<file path="config.mk">
export PLATFORM = sky130hd
export DESIGN_NAME = ais_smoother
export DESIGN_NICKNAME = d
export VERILOG_FILES = /design/src/hdl/ais_pkg.sv /design/src/hdl/ais_chan_stage.sv /design/src/hdl/ais_smoother.sv
export SDC_FILE = /design/constraint.sdc
export NUM_CORES = 2
export LEC_CHECK = 0
export BUFFER_PORTS_ARGS = -buffer_cell sky130_fd_sc_hd__buf_2
export CORE_UTILIZATION = 63
export DETAILED_ROUTE_END_ITERATION = 8
export GPL_TIMING_DRIVEN = 0
export PLACE_DENSITY_LB_ADDON = 0.25
export SLEW_MARGIN = 25
export SYNTH_ARGS = -nofsm -noshare
export SYNTH_HDL_FRONTEND = slang
export SYNTH_SLANG_ARGS = --single-unit
export TNS_END_PERCENT = 20
</file>
<file path="constraint.sdc">
create_clock -name clk -period 8.5 [get_ports clk]
set_clock_uncertainty 0.15 [all_clocks]
set_input_delay 1.275 -clock clk [delete_from_list [all_inputs] [get_ports clk]]
set_output_delay 1.275 -clock clk [all_outputs]
set_load 0.1 [all_outputs]
</file>
<file path="src/hdl/ais_pkg.sv">
`default_nettype none
package ais_pkg;
    localparam int unsigned SAMPLE_W = 12;
    localparam int unsigned FRAC_W = 16;
    localparam int unsigned ACC_W = SAMPLE_W + FRAC_W;
    localparam int unsigned EXP_W = 5;
    localparam int unsigned CHAN_W = 2;
    localparam int unsigned PIN_W = 8;
    localparam int unsigned NUM_AIN = 4;
    // analog outputs own pins 0..3, inputs follow
    localparam int unsigned AOUT_COUNT = 4;
    localparam logic [EXP_W-1:0] EXP_MAX = 5'h10;
    localparam logic [EXP_W-1:0] EXP_RESET = 5'h03;
    // 10 V full scale over 12 bits: one code is about 2.44 mV
    localparam logic [SAMPLE_W-1:0] HYST_MAX = 12'hfff;
    // 0.01 V is 4.096 codes
    localparam logic [SAMPLE_W-1:0] HYST_RESET = 12'h004;

    typedef struct packed {
        logic valid;
        logic [SAMPLE_W-1:0] code;
    } ais_sample_s;

    typedef struct packed {
        logic valid;
        logic [CHAN_W-1:0] chan;
        logic [EXP_W-1:0] exponent;
        logic [SAMPLE_W-1:0] hyst;
    } ais_cfg_s;

    typedef struct packed {
        logic valid;
        logic [PIN_W-1:0] pin;
        logic [SAMPLE_W-1:0] code;
    } ais_out_s;

    typedef enum logic {
        AIS_UNPRIMED,
        AIS_RUNNING
    } ais_prime_e;
endpackage
`default_nettype wire

</file>
<file path="src/hdl/ais_chan_stage.sv">
`default_nettype none
module ais_chan_stage (
    input wire logic clk,
    input wire logic rst_n,
    input wire ais_pkg::ais_sample_s sampleIn,
    input wire logic [ais_pkg::EXP_W-1:0] exponent,
    input wire logic [ais_pkg::SAMPLE_W-1:0] hyst,
    output logic outValid,
    output logic [ais_pkg::SAMPLE_W-1:0] outCode
);
    import ais_pkg::*;

    ais_prime_e filtState_q, filtState_d;
    ais_prime_e hystState_q, hystState_d;
    logic [ACC_W-1:0] acc_q, acc_d;
    logic filtValid_q, filtValid_d;
    logic [SAMPLE_W-1:0] filtCode_q, filtCode_d;
    logic [SAMPLE_W-1:0] ref_q, ref_d;
    logic outValid_q, outValid_d;
    logic [SAMPLE_W-1:0] outCode_q, outCode_d;
    logic signed [ACC_W:0] diff, step, sum;
    logic signed [SAMPLE_W:0] delta;
    logic [SAMPLE_W:0] mag;

    always_comb begin
        acc_d = acc_q;
        filtState_d = filtState_q;
        filtValid_d = 1'b0;
        filtCode_d = filtCode_q;
        diff = $signed({1'b0, sampleIn.code, {FRAC_W{1'b0}}})
            - $signed({1'b0, acc_q});
        // y += (x - y) / 2^k, same as ((N-1)y + x)/N
        step = diff >>> exponent;
        sum = $signed({1'b0, acc_q}) + step;
        if (sampleIn.valid) begin
            filtValid_d = 1'b1;
            filtState_d = AIS_RUNNING;
            case (filtState_q)
                AIS_UNPRIMED:
                    acc_d = {sampleIn.code, {FRAC_W{1'b0}}};
                default: acc_d = sum[ACC_W-1:0];
            endcase
            filtCode_d = acc_d[ACC_W-1:FRAC_W];
        end
    end

    always_comb begin
        ref_d = ref_q;
        hystState_d = hystState_q;
        outValid_d = 1'b0;
        outCode_d = outCode_q;
        delta = $signed({1'b0, filtCode_q}) - $signed({1'b0, ref_q});
        mag = delta[SAMPLE_W] ? (SAMPLE_W+1)'(0) - delta : delta;
        // filter result feeds the window, never the other way
        if (filtValid_q) begin
            case (hystState_q)
                AIS_UNPRIMED: begin
                    ref_d = filtCode_q;
                    outValid_d = 1'b1;
                    outCode_d = filtCode_q;
                    hystState_d = AIS_RUNNING;
                end
                default: begin
                    // inside +/- hyst: dropped silently
                    if (mag > {1'b0, hyst}) begin
                        ref_d = filtCode_q;
                        outValid_d = 1'b1;
                        outCode_d = filtCode_q;
                    end
                end
            endcase
        end
    end

    always_ff @(posedge clk) begin
        if (!rst_n) begin
            acc_q <= '0;
            filtState_q <= AIS_UNPRIMED;
            filtValid_q <= 1'b0;
            filtCode_q <= '0;
            ref_q <= '0;
            hystState_q <= AIS_UNPRIMED;
            outValid_q <= 1'b0;
            outCode_q <= '0;
        end else begin
            acc_q <= acc_d;
            filtState_q <= filtState_d;
            filtValid_q <= filtValid_d;
            filtCode_q <= filtCode_d;
            ref_q <= ref_d;
            hystState_q <= hystState_d;
            outValid_q <= outValid_d;
            outCode_q <= outCode_d;
        end
    end

    assign outValid = outValid_q;
    assign outCode = outCode_q;
endmodule
`default_nettype wire

</file>
<file path="src/hdl/ais_smoother.sv">
// How it works
// - each analog input has its own filter and hysteresis, nothing shared.
// - samples go through the lowpass first, then through hysteresis.
// - output becomes ((N-1)*previous + sample)/N with N = 2^exponent.
// - exponent accepted from 0 to 16, reset value 3.
// - filtered values within +/- hysteresis of reference are dropped.
// - values outside the window become output and new reference.
// - hysteresis 0 up to 10 V code, reset to 0.01 V code.
// - outputs are pins 0-3, inputs 4-7, plus offset of earlier modules.
`default_nettype none
module ais_smoother #(
    parameter int unsigned NUM_CH = ais_pkg::NUM_AIN,
    parameter logic [ais_pkg::PIN_W-1:0] PIN_OFFSET = 8'h00
) (
    input wire logic clk,
    input wire logic rst_n,
    input wire ais_pkg::ais_sample_s sampleIn [NUM_CH],
    input wire ais_pkg::ais_cfg_s cfgIn,
    output ais_pkg::ais_out_s result [NUM_CH],
    output logic [ais_pkg::EXP_W-1:0] expNow [NUM_CH],
    output logic [ais_pkg::SAMPLE_W-1:0] hystNow [NUM_CH],
    output logic cfgReject
);
    import ais_pkg::*;

    logic [EXP_W-1:0] exp_q [NUM_CH];
    logic [EXP_W-1:0] exp_d [NUM_CH];
    logic [SAMPLE_W-1:0] hyst_q [NUM_CH];
    logic [SAMPLE_W-1:0] hyst_d [NUM_CH];
    logic cfgReject_q, cfgReject_d;
    ais_out_s result_q [NUM_CH];
    ais_out_s result_d [NUM_CH];
    logic stageValid [NUM_CH];
    logic [SAMPLE_W-1:0] stageCode [NUM_CH];
    logic cfgBad;

    // a bad write changes nothing at all, so a channel never runs
    // with half of a new setting
    always_comb begin
        cfgBad = cfgIn.valid && ((cfgIn.exponent > EXP_MAX)
            || (cfgIn.hyst > HYST_MAX)
            || ({{(32-CHAN_W){1'b0}}, cfgIn.chan} >= NUM_CH));
        cfgReject_d = cfgBad;
    end

    genvar ch;
    generate
        for (ch = 0; ch < NUM_CH; ch++) begin : g_ch
            localparam logic [PIN_W-1:0] PIN_ID =
                PIN_W'(AOUT_COUNT + ch);

            always_comb begin
                exp_d[ch] = exp_q[ch];
                hyst_d[ch] = hyst_q[ch];
                if (cfgIn.valid && !cfgBad
                        && cfgIn.chan == CHAN_W'(ch)) begin
                    exp_d[ch] = cfgIn.exponent;
                    hyst_d[ch] = cfgIn.hyst;
                end
            end

            always_comb begin
                result_d[ch].valid = stageValid[ch];
                result_d[ch].code = stageValid[ch] ? stageCode[ch]
                    : result_q[ch].code;
                result_d[ch].pin = PIN_OFFSET + PIN_ID;
            end

            always_ff @(posedge clk) begin
                if (!rst_n) begin
                    exp_q[ch] <= EXP_RESET;
                    hyst_q[ch] <= HYST_RESET;
                    result_q[ch] <= '0;
                end else begin
                    exp_q[ch] <= exp_d[ch];
                    hyst_q[ch] <= hyst_d[ch];
                    result_q[ch] <= result_d[ch];
                end
            end

            // one private stage per channel
            ais_chan_stage u_stage (
                .clk(clk),
                .rst_n(rst_n),
                .sampleIn(sampleIn[ch]),
                .exponent(exp_q[ch]),
                .hyst(hyst_q[ch]),
                .outValid(stageValid[ch]),
                .outCode(stageCode[ch])
            );

            assign result[ch] = result_q[ch];
            assign expNow[ch] = exp_q[ch];
            assign hystNow[ch] = hyst_q[ch];
        end
    endgenerate

    always_ff @(posedge clk) begin
        if (!rst_n) begin
            cfgReject_q <= 1'b0;
        end else begin
            cfgReject_q <= cfgReject_d;
        end
    end

    assign cfgReject = cfgReject_q;
endmodule
`default_nettype wire

</file>
==> flow_metrics.tcl <==
set metrics [dict create \
    power_density_nw_per_um2 280.4 \
    cp-start-kind "primary input" \
    total_leakage_power_uw 0.01458 \
    cts_tree "yes" \
    rsz0062_at_grt "false" \
    cpLargestDelayFamily "compound AO/OA/AOI/OAI gates" \
    report.final.slew_viol_count 0 \
    synth_seq_area_share_pct 19.26 \
    drive_gt1_share_pct 9.097 \
    cpMaxStageDelayCell "nor4b_1" \
    grt_usage_pct 42.40 \
    max_freq_mhz 127.2 \
    die_y_um 223.7 \
    cp_max_fo 5 \
    ys_types 95 \
    dp_hpwl_um 86470 \
    fin_ws_ns 0.6409 \
    cts_sinks 298 \
    dieArea_um2 50060 \
    dp_slack_ns 0.2285 \
    critPathRequiredTime_ns 8.76 \
    pin_count 227 \
    synthFlopType "dfxtp_1" \
    finalWeightedCongestion 1.027 \
    chipWidth_um 223.7 \
    setup_viol 0 \
    worstRegToRegCells 26 \
    hold_viol 0 \
    port_buffers 199 \
    cts_max_level 2 \
    drt_iter0_markers 4215 \
    drc 0 \
    clk-insertion-delay-late_ns 0.58 \
    arrival_ns 8.12 \
    core_area_um2 48150 \
    critical_path_buf_inv_count 2 \
    period_needed_ns 7.859 \
    synth_area_um2 30980 \
    post_cts_buffers 0 \
    cp-end-kind "flop" \
    max_slew_margin_pct 20.03 \
    postLayoutCoreUtil_pct 70.98 \
    design_area_um2 34170 \
    period_share_pct 92.46 \
    grt.overflow.total 0 \
    hold_buffers 0 \
    grt_pass1_wl_um 167900 \
    routedWlPerCell_um 21.40 \
    place_area_um2 32890 \
    cp_num_cells 25 \
    crit_type "in2reg" \
    crit_top_cell "o21ai_0" \
    synth_edf_count 0 \
    drv_cap 0 \
    synthArstFlopShare_pct 0 \
    drt_wl_total_um 110500 \
    cts_made_buffers 36 \
    setup_tns_ns 0 \
    slowest_delay_ns 0.56 \
    initial_utilization_pct 64.34 \
    num_vias 33518 \
    cts.clk_slew.worst_paths_ns 0.06 \
    antenna_left 0 \
    synthCells 4223 \
    grt_pass1_vias 30008 \
    layout.nets 4841 \
    grt_max_degree 14 \
    yosys_warnings 0 \
    antenna_found_initial 6 \
    synth-seq-cells 298 \
    cts_resized 0 \
    whs_path_depth 2 \
    avgViaCountPerCell 6.489 \
    worstMarginPinSlew_ns 1.199 \
    hold_path_class "reg2reg" \
    outcome "completed" \
    p_total_uw 9583 \
    clockBufferDepth 3 \
    clockRootBuffer "clkbuf_16" \
    first_pass_iters 6 \
    syn_avg_cell_area_um2 7.335 \
    area_growth_pct 10.32 \
    fp-row-count 80 \
    ir_worst_vdd_mv 0.2429 \
]
-- power breakdown --
| part | switching [uW] | leakage, uW | internal, uW | total, uW |
|---|---|---|---|---|
| clock network | 695 | 0.000614 | 1040 | 1730 |
| logic | 3750 | 0.0115 | 2460 | 6210 |
| registers | 143 | 0.00243 | 1500 | 1640 |
| total | 4580 | 0.0146 | 5000 | 9580 |
-- Yosys cell counts, types with 42 or more instances --
cell type / count / area [um2]
nor2b_1: 42 / 262.8
o31ai_1: 64 / 480.5
nand2_1: 442 / 1659
xnor2_1: 135 / 1182
nor3_1: 94 / 470.5
o21ai_0: 259 / 1296
a21oi_1: 394 / 1972
nand2b_1: 47 / 294.0
a21o_1: 69 / 518.0
ha_1: 276 / 3453
nand3_1: 102 / 510.5
and2_1: 62 / 387.9
xor2_1: 79 / 691.9
mux2i_1: 215 / 2152
clkbuf_1: 188 / 705.7
a211oi_1: 66 / 495.5
nor2_1: 381 / 1430
o21a_1: 53 / 397.9
a31oi_1: 56 / 350.3
o22ai_1: 66 / 412.9
dfxtp_1: 298 / 5966
inv_1: 266 / 998.5
-- final cells by class --
cell class                 instances  area [um2]
multi-input combinational       3412       22970
buffer                           260        1110
fill                            4135       13970
antenna                            2       5.005
sequential                       298        5966
tap                              656       820.8
timing repair buffer             199       996.0
clock buffer                      43       978.4
inverter                         276        1036
clock inverter                    19       295.3
-- metrics by stage --
step / hold slack, ns / instances
3_3_place_gp: 0.2951 / 5101
2_1_floorplan: 0.2844 / 4246
6_report: 0.3167 / 5165
5_1_grt: 0.3329 / 5164
4_1_cts: 0.3175 / 5163
3_5_place_dp: 0.3039 / 5101
-- path summary, 6_finish.rpt --
check / from / end / slack (ns)
min reg2reg: hyst_q[2][7] / hyst_q[2][7] / 0.32
min: hyst_q[2][7] / hyst_q[2][7] / 0.32
max: sampleIn[39] / g_ch[0].u_stage.filtCode_q[8] / 0.64
max reg2reg: g_ch[2].u_stage.acc_q[1] / g_ch[2].u_stage.filtCode_q[6] / 0.74
-- layout by cell type, fill, tap and decap left out, types with 47 or more instances in the layout --
cell type  instances
xnor2_1          135
inv_1            266
o21ai_0          259
nand2_1          442
and2_1            62
o31ai_1           64
dfxtp_1          298
nor3_1            94
nand3_1          102
clkbuf_1         189
a21o_1            69
ha_1             276
xor2_1            79
mux2i_1          215
a21oi_1          394
nor2_1           381
a31oi_1           56
buf_2            205
o21a_1            53
a211oi_1          66
nand2b_1          47
o22ai_1           66
-- worst min-delay path, cell delays in order, from the launching register on --
cell	delay (ns)
dfxtp_1	0.32
nand2_1	0.05
a21oi_1	0.05
-- kinds of logic (layout without fill, tap and decap cells) --
logic type | Yosys count | count (layout) | synth area share (%)
other | 1 | 26 | 0.01211
adders and majority gates | 284 | 284 | 11.67
DFF | 298 | 298 | 19.26
muxes | 276 | 276 | 9.904
xor gates and xnor gates | 215 | 215 | 6.103
AOI/OAI and AO/OA | 1283 | 1283 | 26.20
and+or+nand+nor | 1330 | 1330 | 19.94
buffers and inverters | 536 | 797 | 6.919
-- per-layer routing --
layer / vias to the layer above / routed length, um / track usage, % / part of all wire [%]
met5: - / 34 / 0 / 0.031
met4: 6 / 5632 / 19.27 / 5.1
met3: 316 / 12200 / 8.054 / 11
met2: 1968 / 46280 / 64.30 / 42
met1: 15524 / 46360 / 58.08 / 42
li1: 15704 / - / - / -
-- sequential cells by signal, summed over array words and instances, names as in the netlist --
name / count
g_ch.u_stage.hystState_q: 4
result_q: 53
g_ch.u_stage.filtCode_q: 48
g_ch.u_stage.filtState_q: 4
g_ch.u_stage.filtValid_q: 4
g_ch.u_stage.outValid: 4
cfgReject: 1
exp_q: 20
g_ch.u_stage.acc_q: 64
hyst_q: 48
g_ch.u_stage.ref_q: 48
(Power assumes the default switching activity.)
